File: src/ppfd_pkg.sv
package ppfd_pkg;
  // register offsets (byte addresses on the 12-bit register port)
  localparam logic [11:0] ADDR_SINK_EN   = 12'hF82;
  localparam logic [11:0] ADDR_A_IN      = 12'hFD2;
  localparam logic [11:0] ADDR_B_IN      = 12'hFD6;
  localparam logic [11:0] ADDR_C_IN      = 12'hFDA;
  localparam logic [11:0] ADDR_D_IN      = 12'hFDE;
  localparam logic [11:0] ADDR_A_OUT     = 12'hFD3;
  localparam logic [11:0] ADDR_B_OUT     = 12'hFD7;
  localparam logic [11:0] ADDR_C_OUT     = 12'hFDB;
  localparam logic [11:0] ADDR_D_OUT     = 12'hFDF;
  localparam logic [11:0] ADDR_A_INDEX   = 12'hFD0;
  localparam logic [11:0] ADDR_A_CTRL    = 12'hFD1;
  localparam logic [11:0] PORT_STRIDE    = 12'h004;
  // subregister indices behind each port's control register
  localparam logic [7:0]  SUB_DIR        = 8'h01;
  localparam logic [7:0]  SUB_TAKEOVER   = 8'h02;
  localparam logic [7:0]  SUB_OPEN_DRAIN = 8'h03;
  localparam logic [7:0]  SUB_SEL_FIRST  = 8'h07;
  localparam logic [7:0]  SUB_SEL_SECOND = 8'h08;
  // reset values
  localparam logic [7:0]  RST_ZERO       = 8'h00;
  localparam logic [7:0]  RST_DIR        = 8'hFF;
  localparam logic [7:0]  RST_TAKEOVER_D = 8'h01;
  localparam int          NUM_PORTS      = 4;
  localparam int          PORT_PINS      = 8;
  localparam int          PORT_C         = 2;
endpackage

File: src/ppfd_gpio.sv
`timescale 1ns/1ns
module ppfd_gpio #(
  parameter logic [31:0] PIN_PRESENT = 32'hFFFFFFFF, // per pin: 1 when bonded out
  parameter logic [31:0] SINK_CODE   = 32'h00000000  // 2 bits per port: pair picking sink
) (
  input  wire logic        sys_clk,      // 250 MHz system clock
  input  wire logic        rst_n,        // async reset, active low
  input  wire logic [11:0] reg_addr,     // register byte address
  input  wire logic [7:0]  reg_wdata,    // write data
  input  wire logic        reg_wr,       // write strobe
  input  wire logic        reg_rd,       // read strobe
  output logic      [7:0]  reg_rdata,    // read data, cycle after strobe
  input  wire logic [31:0] pin_in,       // pin levels, port a in low byte
  output logic      [31:0] pin_out,      // pin output value
  output logic      [31:0] pin_oe,       // pin output enable, high drives
  input  wire logic [31:0] periph_out,   // peripheral output value per pin
  input  wire logic [31:0] periph_oe,    // peripheral wants to drive per pin
  output logic      [31:0] periph_sel,   // set one bit of the function code per pin (a..d order)
  output logic      [31:0] periph_active,// pin handed to its peripheral
  output logic      [7:0]  sink_on       // current sink connected on port c pin
);
  import ppfd_pkg::*;

  logic        rst_s1_ff, rst_s2_ff;
  logic        srst_n;
  logic [31:0] sync_level;

  // release reset through two flops so every flop leaves reset together
  always_ff @(posedge sys_clk or negedge rst_n) begin
    if (!rst_n) begin
      rst_s1_ff <= 1'b0;
      rst_s2_ff <= 1'b0;
    end else begin
      rst_s1_ff <= 1'b1;
      rst_s2_ff <= rst_s1_ff;
    end
  end
  assign srst_n = rst_s2_ff;

  // per-port pin samplers
  genvar gp;
  generate
    for (gp = 0; gp < NUM_PORTS; gp++) begin : g_sync
      ppfd_sync u_sync (
        .sys_clk (sys_clk),
        .rst_n   (srst_n),
        .pin_in  (pin_in[gp*8 +: 8]),
        .level   (sync_level[gp*8 +: 8])
      );
    end
  endgenerate

  // register state
  logic [7:0] index_ff      [NUM_PORTS];
  logic [7:0] dir_ff        [NUM_PORTS];
  logic [7:0] takeover_ff   [NUM_PORTS];
  logic [7:0] open_drain_ff [NUM_PORTS];
  logic [7:0] sel_first_ff  [NUM_PORTS];
  logic [7:0] sel_second_ff [NUM_PORTS];
  logic [7:0] out_value_ff  [NUM_PORTS];
  logic [7:0] sink_en_ff;
  logic [7:0] rdata_ff;
  logic [7:0] nxt_index      [NUM_PORTS];
  logic [7:0] nxt_dir        [NUM_PORTS];
  logic [7:0] nxt_takeover   [NUM_PORTS];
  logic [7:0] nxt_open_drain [NUM_PORTS];
  logic [7:0] nxt_sel_first  [NUM_PORTS];
  logic [7:0] nxt_sel_second [NUM_PORTS];
  logic [7:0] nxt_out_value  [NUM_PORTS];
  logic [7:0] nxt_sink_en;
  logic [7:0] nxt_rdata;
  logic [7:0] in_masked      [NUM_PORTS];

  // absent pins always read zero
  always_comb begin
    for (int p = 0; p < NUM_PORTS; p++) begin
      in_masked[p] = sync_level[p*8 +: 8] & PIN_PRESENT[p*8 +: 8];
    end
  end

  // register writes; input registers have no write path
  always_comb begin
    logic [11:0] base;
    base = 12'h000;
    nxt_sink_en = sink_en_ff;
    if (reg_wr && reg_addr == ADDR_SINK_EN) begin
      nxt_sink_en = reg_wdata;
    end
    for (int p = 0; p < NUM_PORTS; p++) begin
      base              = ADDR_A_INDEX + PORT_STRIDE * 12'(p);
      nxt_index[p]      = index_ff[p];
      nxt_dir[p]        = dir_ff[p];
      nxt_takeover[p]   = takeover_ff[p];
      nxt_open_drain[p] = open_drain_ff[p];
      nxt_sel_first[p]  = sel_first_ff[p];
      nxt_sel_second[p] = sel_second_ff[p];
      nxt_out_value[p]  = out_value_ff[p];
      if (reg_wr && reg_addr == base) begin
        nxt_index[p] = reg_wdata;
      end
      if (reg_wr && reg_addr == base + 12'h001) begin
        unique case (index_ff[p])
          SUB_DIR:        nxt_dir[p]        = reg_wdata;
          SUB_TAKEOVER:   nxt_takeover[p]   = reg_wdata;
          SUB_OPEN_DRAIN: nxt_open_drain[p] = reg_wdata;
          SUB_SEL_FIRST:  nxt_sel_first[p]  = reg_wdata;
          SUB_SEL_SECOND: nxt_sel_second[p] = reg_wdata;
          default:        ;
        endcase
      end
      if (reg_wr && reg_addr == base + 12'h003) begin
        nxt_out_value[p] = reg_wdata;
      end
    end
  end

  // read mux; unmapped addresses and unimplemented subregisters read zero
  always_comb begin
    logic [11:0] base;
    base      = 12'h000;
    nxt_rdata = RST_ZERO;
    if (reg_rd) begin
      if (reg_addr == ADDR_SINK_EN) begin
        nxt_rdata = sink_en_ff;
      end
      for (int p = 0; p < NUM_PORTS; p++) begin
        base = ADDR_A_INDEX + PORT_STRIDE * 12'(p);
        if (reg_addr == base) begin
          nxt_rdata = index_ff[p];
        end
        if (reg_addr == base + 12'h001) begin
          unique case (index_ff[p])
            SUB_DIR:        nxt_rdata = dir_ff[p];
            SUB_TAKEOVER:   nxt_rdata = takeover_ff[p];
            SUB_OPEN_DRAIN: nxt_rdata = open_drain_ff[p];
            SUB_SEL_FIRST:  nxt_rdata = sel_first_ff[p];
            SUB_SEL_SECOND: nxt_rdata = sel_second_ff[p];
            default:        nxt_rdata = RST_ZERO;
          endcase
        end
        if (reg_addr == base + 12'h002) begin
          nxt_rdata = in_masked[p];
        end
        if (reg_addr == base + 12'h003) begin
          nxt_rdata = out_value_ff[p];
        end
      end
    end
  end

  always_ff @(posedge sys_clk or negedge srst_n) begin
    if (!srst_n) begin
      for (int p = 0; p < NUM_PORTS; p++) begin
        index_ff[p]      <= RST_ZERO;
        dir_ff[p]        <= RST_DIR;
        takeover_ff[p]   <= (p == NUM_PORTS - 1) ? RST_TAKEOVER_D : RST_ZERO;
        open_drain_ff[p] <= RST_ZERO;
        sel_first_ff[p]  <= RST_ZERO;
        sel_second_ff[p] <= RST_ZERO;
        out_value_ff[p]  <= RST_ZERO;
      end
      sink_en_ff <= RST_ZERO;
      rdata_ff   <= RST_ZERO;
    end else begin
      for (int p = 0; p < NUM_PORTS; p++) begin
        index_ff[p]      <= nxt_index[p];
        dir_ff[p]        <= nxt_dir[p];
        takeover_ff[p]   <= nxt_takeover[p];
        open_drain_ff[p] <= nxt_open_drain[p];
        sel_first_ff[p]  <= nxt_sel_first[p];
        sel_second_ff[p] <= nxt_sel_second[p];
        out_value_ff[p]  <= nxt_out_value[p];
      end
      sink_en_ff <= nxt_sink_en;
      rdata_ff   <= nxt_rdata;
    end
  end

  assign reg_rdata = rdata_ff;

  // pad control per pin; direction bit 1 means input, so 0 drives
  genvar gq, gb;
  generate
    for (gq = 0; gq < NUM_PORTS; gq++) begin : g_port
      for (gb = 0; gb < PORT_PINS; gb++) begin : g_pin
        localparam int N = gq * 8 + gb;
        logic       take;
        logic       drv_val;
        logic       drv_en;
        logic [1:0] code;
        assign code = {sel_second_ff[gq][gb], sel_first_ff[gq][gb]};
        assign take = takeover_ff[gq][gb];
        // set-one bit is always visible; the peripheral owns the pin only via takeover
        assign periph_sel[gq*8 + gb]  = code[0];
        assign periph_active[N]       = take;
        assign drv_val = take ? periph_out[N] : out_value_ff[gq][gb];
        assign drv_en  = take ? periph_oe[N] : ~dir_ff[gq][gb];
        assign pin_out[N] = drv_val;
        // open drain drops the high side in any mode
        assign pin_oe[N]  = drv_en & ~(drv_val & open_drain_ff[gq][gb]);
      end
    end
  endgenerate

  // sink on port c; gated by the enable bit, by takeover and by the pin's pair matching SINK_CODE
  generate
    for (gb = 0; gb < PORT_PINS; gb++) begin : g_sink
      assign sink_on[gb] = sink_en_ff[gb] & takeover_ff[PORT_C][gb]
                         & ({sel_second_ff[PORT_C][gb], sel_first_ff[PORT_C][gb]}
                            == SINK_CODE[PORT_C*2 +: 2]);
    end
  endgenerate
endmodule // ppfd_gpio

File: src/ppfd_sync.sv
`timescale 1ns/1ns
// three-stage pin sampler; a change is accepted once stages two and three agree
module ppfd_sync (
  input  wire logic       sys_clk,  // system clock
  input  wire logic       rst_n,    // synchronised reset, active low
  input  wire logic [7:0] pin_in,   // raw pin levels
  output logic      [7:0] level     // filtered level
);
  import ppfd_pkg::*;
  logic [7:0] s1_ff, s2_ff, s3_ff, level_ff, nxt_level;

  // accept only when the two settled stages agree
  always_comb begin
    for (int i = 0; i < PORT_PINS; i++) begin
      nxt_level[i] = (s2_ff[i] == s3_ff[i]) ? s3_ff[i] : level_ff[i];
    end
  end

  always_ff @(posedge sys_clk or negedge rst_n) begin
    if (!rst_n) begin
      s1_ff    <= RST_ZERO;
      s2_ff    <= RST_ZERO;
      s3_ff    <= RST_ZERO;
      level_ff <= RST_ZERO;
    end else begin
      s1_ff    <= pin_in;
      s2_ff    <= s1_ff;
      s3_ff    <= s2_ff;
      level_ff <= nxt_level;
    end
  end

  assign level = level_ff;
endmodule // ppfd_sync

File: config.mk
export PLATFORM = sky130hd
export DESIGN_NAME = ppfd_gpio
export DESIGN_NICKNAME = d
export VERILOG_FILES = /design/src/ppfd_pkg.sv /design/src/ppfd_gpio.sv /design/src/ppfd_sync.sv
export SDC_FILE = /design/constraint.sdc
export NUM_CORES = 1
export LEC_CHECK = 0
export ABC_AREA = 1
export BUFFER_PORTS_ARGS = -buffer_cell sky130_fd_sc_hd__buf_2
export CAP_MARGIN = 5
export CORE_MARGIN = 3
export CORE_UTILIZATION = 25
export DETAILED_ROUTE_END_ITERATION = 8
export HOLD_SLACK_MARGIN = 0.08
export PLACE_DENSITY = 0.52
export SYNTH_ARGS = -nofsm -noshare
export SYNTH_HDL_FRONTEND = slang
export SYNTH_SLANG_ARGS = --single-unit
export TNS_END_PERCENT = 20
File: constraint.sdc
create_clock -name sys_clk -period 28.9 [get_ports sys_clk]
set_input_delay 5.78 -clock sys_clk [delete_from_list [all_inputs] [get_ports sys_clk]]
set_output_delay 5.78 -clock sys_clk [all_outputs]
set_load 0.02 [all_outputs]
Word level (Yosys, flattened, before mapping)
Cells that the tools add are included.
W data, S select, Z words.
{ "word_totals": {"regBits": 370, "inputBits": 120, "output_inout_bits": 144, "wordCells": 416} }
{ "op_classes": {"eq_ne": 69, "muxes": 86, "bitwise_logic": 144, "n_reduce_logical": 41} }
{ "ops": {"columns": ["op", "count"], "rows": [
  ["$eq A12 B12 Y1 const B", 17],
  ["$pmux W8 S5", 4],
  ["$mux W8", 18],
  ["$and A1 B1 Y1", 80],
  ["$eq A8 B2 Y1 const B", 8],
  ["$mux W1", 64],
  ["$not A1 Y1", 64],
  ["$reduce_and A2 Y1", 20],
  ["$eq A1 B1 Y1", 32],
  ["$eq A8 B1 Y1 const B", 4],
  ["$eq A8 B3 Y1 const B", 4],
  ["$eq A8 B4 Y1 const B", 4],
  ["$logic_not A2 Y1", 8],
  ["$logic_and A1 B1 Y1", 13]
]} }

Depth between registers and ports, before layout
Gate-level depths: netlist (run 1).
{ "logic_depth": {"depth_word": 19, "depth_mapped": 24, "mapped_depth_nobuf": 23} }

Cells and area by module
From an unflattened synthesis (run 1), not the netlist that was laid out.
{ "hier_totals": {"hier_cells": 1936, "area_unflattened_um2": 16560.9} }
{ "by_module_without_submodules": {"columns": ["module", "n_inst", "cells_per_inst", "area_per_inst_um2", "seq_area_each_um2"], "rows": [
  ["ppfd_gpio", 1, 1680, 12837.3, 6097.1],
  ["ppfd_sync", 4, 64, 930.9, 800.8]
]} }

Least setup slack after synthesis (run 1)
Ideal clock, no wire load.
{ "synth_path": {"kind": "input -> output", "from": "input periph_out[0]", "to": "output pin_oe[0]", "arrival_time_ps": 6395, "t_required_ps": 23120, "setup_slack_ps": 16725, "path_stages": 2, "path_buffers": 0, "path_cell_list": "mux2_2 > a21oi_1"} }
{ "synth_between": {"elab_chain_len": 4} }
{ "synth_rtl": {"columns": ["element", "line", "text"], "rows": [
  ["from (decl)", "ppfd_gpio.sv:16", "input wire logic [31:0] periph_out,"],
  ["$mux W1", "ppfd_gpio.sv:196", "assign drv_val = take ? periph_out[N] : out_value_ff[gq][gb];"],
  ["$and A1 B1 Y1", "ppfd_gpio.sv:200", "assign pin_oe[N] = drv_en & ~(drv_val & open_drain_ff[gq][gb]);"],
  ["$not A1 Y1", "ppfd_gpio.sv:200", null],
  ["$and A1 B1 Y1", "ppfd_gpio.sv:200", null],
  ["to (decl)", "ppfd_gpio.sv:15", "output logic [31:0] pin_oe,"]
]} }
Every way passes these cells.

Worst setup path after layout (run 1)
{ "layout_path": {"from": "input periph_out[1]", "to": "output pin_oe[1]"} }
Same word-level chain as after synthesis.

==> flow_summary.yaml, run 1 <==
critical_path:
  cp-endpoint: "pin_oe[1]"
  crit_chain: "buf_2 > nand2_1 > nand2_1 > a21oi_1 > buf_2"
  ff2ff_path_depth: 21
  cp-end-kind: "primary output"
  ff2ff_setup_slack_ns: 26.09
  slowest_delay_ns: 0.21
  path_delay_family: "buffers and inverters"
  worstSetupStartpoint: "periph_out[1]"
  rr_startpoint: "index_ff[29]"
  cp_max_fo: 2
  startpoint_type: "input pin"
  crit_arrival_ns: 6.48
  critical_path_depth: 5
  reg2reg_to: "reg_rdata[5]"
  required_ns: 23.12
  critPathBufInv: 2
  path_class: "in -> out"
  cpMaxStageDelayCell: "a21oi_1"
synthesis:
  yosysTopAreaCell: "dfrtp_1"
  yosys-top-cells-area: "dfrtp_1 51%, nand2_1 13%, o21ai_0 7.6%"
  synth_cells: 1886
  seq_area_frac_synth_pct: 56.5
  synth_fp_nets: 2006
  yosys_warnings: 0
  avgSynthCellArea_sq_um: 8.73
  ys.flop_type: "dfrtp_1"
  ys_ff_latch: 370
  synth_top_area_share_pct: 51.2
  synth_edf_count: 0
  netlist_area_sq_mm: 0.0165
  synthArstFlopShare_pct: 100
  ys_types: 37
timing:
  fin_crit_sh_pct: 42.4
  clock_skew_ns: 0.0229
  min_period_ns: 12.26
  finalHoldViolCount: 0
  finalSetupTns_ns: 0
  slew_headroom_pct: 30.1
  final_max_slew_viol_count: 0
  max_freq_ghz: 0.0816
  fin_ws_ns: 16.64
  rsz0062_at_grt: "no"
  finalSetupViolations: 0
  worst_pin_slew_ns: 1.05
power_and_ir_drop:
  power.leakage_nw: 8.92
  vdd_drop_max_v: 0.0000323
  p_per_area_mw_per_mm2: 55.1
global_route:
  antenna_found_initial: 6
  track_usage_pct: 15.8
  grt_pass1_vias: 13469
  overflow: 0
  grt_start_max_net_pins: 190
  grt_pass1_wl_mm: 84.4
route:
  vias_per_cell: 4.59
  wl_mm: 55.6
  drc: 0
  drt_iter0_markers: 1054
  wl_per_cell_um: 18.7
  first_pass_iters: 5
  vias: 13617
  ant_nets: 0
clock_tree:
  ctsHtreeMaxLevel: 2
  cts_buffers: 41
  cts_root_buffer: "clkbuf_16"
  insertion_delay_ns: 0.57
  numClockSinks: 370
  cts_setup_buffers: 0
  cts_hold_buf: 0
  cts_resized: 0
  clkSlewWorstSetupHoldPaths_ns: 0.06
  clock_path_buffers: 3
  cts_tree: "built"
layout:
  mostFrequentLayoutCells: "579 x nand2_1, 336 x dfrtp_1, 263 x buf_2, 249 x o21ai_0, 130 x nor2_1"
  layout_commonest_cell: "nand2_1"
  final_cells: 2968
  fillerInstances: 6790
  drive_above_1_share_pct: 20.4
  area_growth_pct: 18.6
  finish.utilization_pct: 30.1
  nNetsFinal: 2197
placement:
  portBuffers: 263
  dpl.cell_count: 2889
  place_ws_ns: 16.62
  dp_hpwl_mm: 40.3
  routabilityCongestion: 0.858
floorplanning:
  coreArea_sq_mm: 0.0648
  die_h_um: 263
  start_util_pct: 25.4
  die_w_um: 263
  ios: 264
  die_area_sq_mm: 0.0690
  core.rowCount: 93
job:
  maxCapViolations: 0
run_status:
  status: "completed"
hold_path:
  hp-class: "reg -> reg"
[power by group]
group	switching (mW)	internal [mW]	total [mW]
Combinational	0.0252	0.0110	0.0362
Sequential	0.00895	0.530	0.539
Clock	0.216	0.284	0.500
Total	0.250	0.826	1.08
[layout make-up]
cell class	instances	area, sq um	share of cell area (%)
clock inverter	15	105	0.538
inverter	110	413	2.12
multi-input combinational	1281	6040	30.9
timing repair buffer	273	1400	7.19
antenna	4	10.0	0.0513
tap	855	1070	5.48
clock buffer	60	1180	6.03
sequential	370	9300	47.7
[cell usage after synthesis (all sizes together) (2+ instances only)]
cell type / count
nand2: 581
dfrtp: 337
o21ai: 261
nor2: 147
a21oi: 107
inv: 106
buf: 69
clkbuf: 56
nand3: 50
dfstp: 33
maj3: 32
nand4: 29
nor3: 22
mux2: 16
a22o: 9
a221oi: 7
nor4: 6
or2: 6
clkinv: 4
a31oi: 2
o211ai: 2
[worst register-to-register path, delay by kind of cell, from the launching register on]
family,cells,cell delay (ns)
DFF,1,0.39
and+or+nand+nor,17,1.83
AOI/OAI and AO/OA,1,0.17
buffers and inverters,3,0.36
[worst min path at each step]
stage | from | slack [ns] | cells after the start | endpoint
global route | g_sync[3].u_sync.s1_ff[3] | 0.35 | 0 | g_sync[3].u_sync.s2_ff[3]
CTS | g_sync[3].u_sync.s1_ff[0] | 0.35 | 0 | g_sync[3].u_sync.s2_ff[0]
finish | g_sync[0].u_sync.s1_ff[5] | 0.35 | 0 | g_sync[0].u_sync.s2_ff[5]
detailed placement | g_sync[3].u_sync.s1_ff[0] | 0.33 | 0 | g_sync[3].u_sync.s2_ff[0]
global placement | g_sync[2].u_sync.s1_ff[4] | 0.34 | 0 | g_sync[2].u_sync.s2_ff[4]
floorplan | g_sync[0].u_sync.s1_ff[0] | 0.33 | 0 | g_sync[0].u_sync.s2_ff[0]
[cell families (layout without fill, tap and decap cells)]
family | count (synthesis) | in the layout | synth area share (%)
AOI/OAI and AO/OA | 391 | 391 | 12.4
and+or+nand+nor | 841 | 841 | 21.2
other | 1 | 5 | 0.0228
adders and majority gates | 32 | 32 | 1.95
buffers and inverters | 235 | 458 | 6.85
DFF | 370 | 370 | 56.5
muxes | 16 | 16 | 1.09
[registers in the layout (all words and copies together) (netlist names)]
name / flops
g_port.g_pin.code: 32
reg_rdata: 8
index_ff: 32
rst_s1_ff: 1
g_sync.u_sync.s1_ff: 32
dir_ff: 32
g_sync.u_sync.s2_ff: 32
periph_sel: 32
periph_active: 32
out_value_ff: 32
rst_s2_ff: 1
g_sync.u_sync.s3_ff: 32
sink_en_ff: 8
open_drain_ff: 32
g_sync.u_sync.level: 32
[through the flow]
stage	cell area, sq um	hold WS, ns	total power, mW
3_5_place_dp	18200	0.335	0.586
3_3_place_gp	18200	0.335	0.585
4_1_cts	19500	0.348	1.09
2_1_floorplan	16500	0.331	0.562
5_1_grt	19500	0.354	1.12
6_report	19500	0.346	1.08
[routing by layer]
metal,routed length [um],vias up,GRT usage (%)
li1,-,6534,-
met1,25500,6592,21.8
met2,25500,412,25.4
met3,3090,75,2.85
met4,1450,4,4.58
met5,21,-,0
Power figures use the tool's default switching activity.
==> inputs of run 2 (changes only) <==
--- a/config.mk
+++ b/config.mk
@@ -12,7 +12,7 @@
 export CORE_UTILIZATION = 25
 export DETAILED_ROUTE_END_ITERATION = 8
 export HOLD_SLACK_MARGIN = 0.08
-export PLACE_DENSITY = 0.52
+export PLACE_DENSITY = 0.53
 export SYNTH_ARGS = -nofsm -noshare
 export SYNTH_HDL_FRONTEND = slang
 export SYNTH_SLANG_ARGS = --single-unit
==> constraint.sdc (replaced) <==
create_clock -name sys_clk -period 10.1 [get_ports sys_clk]
set_input_delay 2.02 -clock sys_clk [delete_from_list [all_inputs] [get_ports sys_clk]]
set_output_delay 2.02 -clock sys_clk [all_outputs]
set_load 0.02 [all_outputs]
==> run 2 against run 1 <==
Net effect:
- cell count about the same
- highest routed layer unchanged
- first-iteration DRC count decreased by 3.8%
- clock skew decreased by 0.0080 ns
- via count about the same
- core utilization about the same
- worst setup slack got worse by 11 ns
==> flow_summary.yaml, run 2 (synthesized netlist as in run 1, its figures left out) <==
timing:
  finalHoldViolCount: 0
  slew_headroom_pct: 23.7
  fin_crit_sh_pct: 46.9
  rsz0062_at_grt: "no"
  worst_pin_slew_ns: 1.15
  finalSetupViolations: 0
  clock_skew_ns: 0.0149
  finalSetupTns_ns: 0
  min_period_ns: 4.74
  final_max_slew_viol_count: 0
  max_freq_ghz: 0.211
clock_tree:
  cts_root_buffer: "clkbuf_16"
  cts_tree: "built"
  cts_buffers: 41
  cts_hold_buf: 0
  cts_resized: 0
  numClockSinks: 370
  ctsHtreeMaxLevel: 2
  insertion_delay_ns: 0.56
  clkSlewWorstSetupHoldPaths_ns: 0.06
  cts_setup_buffers: 0
  clock_path_buffers: 3
route:
  vias: 13625
  first_pass_iters: 5
  wl_per_cell_um: 19.1
  wl_mm: 56.8
  ant_nets: 0
  drt_iter0_markers: 1014
  drc: 0
  vias_per_cell: 4.59
floorplanning:
  core.rowCount: 93
  coreArea_sq_mm: 0.0648
  die_area_sq_mm: 0.0690
  die_h_um: 263
  ios: 264
  start_util_pct: 25.4
  die_w_um: 263
critical_path:
  ff2ff_path_depth: 21
  cp-endpoint: "pin_oe[11]"
  cpMaxStageDelayCell: "mux2_2"
  crit_chain: "buf_2 > mux2_2 > a21oi_1 > buf_2"
  cp_max_fo: 2
  crit_arrival_ns: 2.72
  path_common_cell: "buf_2"
  ff2ff_setup_slack_ns: 7.30
  reg2reg_to: "reg_rdata[6]"
  cp-end-kind: "primary output"
  slowest_delay_ns: 0.27
  path_class: "in -> out"
  worstSetupStartpoint: "periph_out[11]"
  required_ns: 8.08
  rr_startpoint: "index_ff[28]"
  startpoint_type: "input pin"
layout:
  layout_commonest_cell: "nand2_1"
  drive_above_1_share_pct: 20.3
  mostFrequentLayoutCells: "579 x nand2_1, 336 x dfrtp_1, 263 x buf_2, 249 x o21ai_0, 130 x nor2_1"
  final_cells: 2967
  area_growth_pct: 18.7
  nNetsFinal: 2197
  finish.utilization_pct: 30.2
placement:
  dpl.cell_count: 2889
  portBuffers: 263
  dp_hpwl_mm: 41.4
  routabilityCongestion: 0.868
hold_path:
  hp-class: "reg -> reg"
global_route:
  grt_start_max_net_pins: 162
  grt_pass1_wl_mm: 86.1
  grt_pass1_vias: 13845
  track_usage_pct: 16.2
  antenna_found_initial: 9
  overflow: 0
power_and_ir_drop:
  swShare_pct: 23.0
  p_int_mw: 2.40
  p_per_area_mw_per_mm2: 159
  power.leakage_nw: 8.92
  seq_power_share_pct: 49.6
  p_comb_share_pct: 3.4
  p_clk_share_pct: 47.1
  total_power_mw: 3.11
  p_sw_uw: 717
  vdd_drop_max_v: 0.0000986
job:
  maxCapViolations: 0
run_status:
  status: "completed"
-- run 2: cell types whose count changed in the layout (fill, tap and decap cells not counted), moves of 2 or more --
cell and change:
clkbuf_16 +2, diode_2 -2, clkbuf_8 -3, clkinv_8 -2
clkinv_2 -4, clkinvlp_4 +4, clkbuf_1 +3
-- run 2: per-layer routing --
layer | routed length [um] | track usage (%) | vias to the layer above
met5 | 39 | 0 | -
met4 | 1710 | 5.56 | 6
met3 | 3280 | 2.74 | 104
met2 | 26200 | 26.2 | 443
met1 | 25600 | 21.9 | 6557
li1 | - | - | 6515
-- run 2: worst min-delay path by stage --
stage	startpoint	end	slack, ns	cells past startpoint
final	g_sync[2].u_sync.s1_ff[0]	g_sync[2].u_sync.s2_ff[0]	0.35	0
after global routing	g_sync[2].u_sync.s1_ff[3]	g_sync[2].u_sync.s2_ff[3]	0.35	0
after CTS	g_sync[2].u_sync.s1_ff[4]	g_sync[2].u_sync.s2_ff[4]	0.35	0
after detailed placement	g_sync[2].u_sync.s1_ff[3]	g_sync[2].u_sync.s2_ff[3]	0.33	0
after global placement	g_sync[1].u_sync.s1_ff[1]	g_sync[1].u_sync.s2_ff[1]	0.33	0
after floorplan	rst_s1_ff	rst_s2_ff	0.33	0
-- run 2: cell type report --
type                            count  area, sq um
Timing Repair Buffer              273         1400
Clock buffer                       62         1200
Tap cell                          855         1070
Multi-Input combinational cell   1281         6040
Fill cell                        6806        45300
Inverter                          110          413
Clock inverter                     14          113
Sequential cell                   370         9300
Antenna cell                        2         5.00
-- run 2: power groups by stage --
stage | combinational [mW] | sequential, mW | clock [mW]
after floorplan | 0.0321 | 1.58 | 0
after global placement | 0.106 | 1.57 | 0
after detailed placement | 0.108 | 1.57 | 0
after CTS | 0.108 | 1.55 | 1.51
after global routing | 0.117 | 1.55 | 1.57
final | 0.105 | 1.54 | 1.47
-- run 2: worst max-delay path, delay by kind of cell --
kind,cells,cell delay [ns]
AO/OA/AOI/OAI,1,0.14
multiplexers,1,0.27
buffers and inverters,2,0.29
-- run 2: stage by stage --
step	setup slack [ns]	cell area [sq um]	hold WS (ns)
after global routing	5.33	19500	0.349
after CTS	5.36	19500	0.347
after detailed placement	5.37	18200	0.335
after floorplan	4.09	16500	0.331
after global placement	5.42	18200	0.335
final	5.36	19500	0.346
==> inputs of run 3 (changes only) <==
==> constraint.sdc (replaced) <==
create_clock -name sys_clk -period 4.15 [get_ports sys_clk]
set_input_delay 0.83 -clock sys_clk [delete_from_list [all_inputs] [get_ports sys_clk]]
set_output_delay 0.83 -clock sys_clk [all_outputs]
set_load 0.02 [all_outputs]
==> run 3 against run 2 <==
Net effect:
- largest cell class unchanged
- non-clock buffer count up 5
- worst setup slack worse by 4.0 ns
- count of clock-buffer cells in the layout down 5
- total power rose to 2.5 times the previous value
- core utilization up 0.28 points
==> flow_summary.yaml, run 3 (synthesized netlist as in run 1, its figures left out) <==
power_and_ir_drop:
  power.leakage_nw: 9.02
  vdd_drop_max_v: 0.000207
  total_power_mw: 7.85
  seq_power_share_pct: 47.9
  p_int_mw: 6.09
  p_comb_share_pct: 3.3
  p_per_area_mw_per_mm2: 398
  p_clk_share_pct: 48.8
  swShare_pct: 22.4
  p_sw_mw: 1.75
route:
  vias: 13706
  drt_iter0_markers: 1201
  first_pass_iters: 5
  ant_nets: 0
  wl_mm: 56.3
  vias_per_cell: 4.61
  wl_per_cell_um: 18.9
  drc: 0
timing:
  finalSetupViolations: 0
  fin_crit_sh_pct: 67.2
  min_period_ns: 2.79
  clock_skew_ns: 0.0117
  finalSetupTns_ns: 0
  slew_headroom_pct: 37.5
  max_freq_ghz: 0.359
  worst_pin_slew_ns: 0.930
  rsz0062_at_grt: "no"
  finalHoldViolCount: 0
  final_max_slew_viol_count: 0
layout:
  layout_commonest_cell: "nand2_1"
  seq_area_sq_mm: 0.00930
  area_growth_pct: 19.8
  drive_above_1_share_pct: 20.5
  mostFrequentLayoutCells: "579 x nand2_1, 336 x dfrtp_1, 263 x buf_2, 249 x o21ai_0, 130 x nor2_1"
  nNetsFinal: 2202
  fillerInstances: 6868
  multi_input_area_sq_mm: 0.00604
global_route:
  antenna_found_initial: 11
  track_usage_pct: 16.0
  grt_pass1_wl_mm: 85.5
  grt_pass1_vias: 13668
  overflow: 0
  grt_start_max_net_pins: 108
floorplanning:
  die_h_um: 263
  coreArea_sq_mm: 0.0648
  start_util_pct: 25.4
  die_w_um: 263
  core.rowCount: 93
  die_area_sq_mm: 0.0690
  ios: 264
clock_tree:
  ctsHtreeMaxLevel: 2
  cts_buffers: 41
  clkSlewWorstSetupHoldPaths_ns: 0.06
  cts_root_buffer: "clkbuf_16"
  insertion_delay_ns: 0.57
  clock_path_buffers: 3
  cts_tree: "built"
  cts_setup_buffers: 0
  numClockSinks: 370
  cts_hold_buf: 1
  cts_resized: 0
critical_path:
  required_ns: 4.61
  cp-end-kind: "flip-flop"
  path_class: "reg -> reg"
  cp_max_fo: 16
  startpoint_type: "flip-flop"
  crit_arrival_ns: 3.24
placement:
  routabilityCongestion: 0.883
  portBuffers: 263
  dp_hpwl_mm: 41.8
job:
  maxCapViolations: 0
hold_path:
  hp-class: "reg -> reg"
run_status:
  status: "completed"
-- run 3: cell count changes in the layout (fill, tap and decap cells not counted), sizes merged, moves of 3 or more --
cell	before	now
diode	2	6
clkinvlp	4	1
clkbuf	62	57
inv	104	107
bufinv	1	6
buf	273	277
-- run 3: layout make-up --
type                       instances  share of cell area [%]
clock inverter                    17                    1.38
antenna                            6                  0.0761
timing repair buffer             278                    7.45
inverter                         110                    2.09
sequential                       370                    47.2
clock buffer                      57                    5.81
tap                              855                    5.42
multi-input combinational       1281                    30.6
-- run 3: worst max-delay path, stage by stage, from the launching register on --
cell	delay, ns
dfrtp_1	0.42
nor2_1	0.15
nand2_1	0.22
nor4_4	0.65
nand4_1	0.81
o21ai_0	0.43
-- run 3: routing by layer --
layer / global-route usage, % / wire length (um)
met5: 0 / 69
met4: 4.47 / 1240
met3: 2.55 / 3710
met2: 26.0 / 26000
met1: 22.2 / 25300
-- run 3: path summary, 6_finish.rpt --
| kind | startpoint | endpoint | slack, ns | depth (start not counted) |
|---|---|---|---|---|
| min in group asynchronous | rst_s2_ff | g_sync[1].u_sync.s1_ff[3] | 0.44 | 0 |
| min reg2reg | g_sync[0].u_sync.s1_ff[2] | g_sync[0].u_sync.s2_ff[2] | 0.34 | 0 |
| max in group asynchronous | rst_s2_ff | open_drain_ff[8] | 2.63 | 1 |
| min | g_sync[0].u_sync.s1_ff[2] | g_sync[0].u_sync.s2_ff[2] | 0.34 | 0 |
| max reg2reg | index_ff[6] | dir_ff[4] | 1.36 | 5 |
| max | index_ff[6] | dir_ff[4] | 1.36 | 5 |
-- run 3: metrics by stage --
step	std cells	utilization (%)	worst slack (ns)	hold WS [ns]	area (sq um)
2_1_floorplan	1886	-	0.522	0.331	16500
3_3_place_gp	2893	28.2	0.959	0.336	18300
3_5_place_dp	2893	28.2	0.883	0.335	18300
4_1_cts	2968	30.4	1.35	0.333	19700
5_1_grt	2969	30.4	1.09	0.342	19700
6_report	2974	30.4	1.36	0.343	19700
-- run 3: power by group through the flow --
stage / combinational, mW / sequential, mW / clock [mW]
floorplan: 0.0781 / 3.83 / 0
global placement: 0.256 / 3.82 / 0
detailed placement: 0.262 / 3.82 / 0
CTS: 0.262 / 3.76 / 3.94
global route: 0.285 / 3.77 / 4.07
finish: 0.256 / 3.76 / 3.83
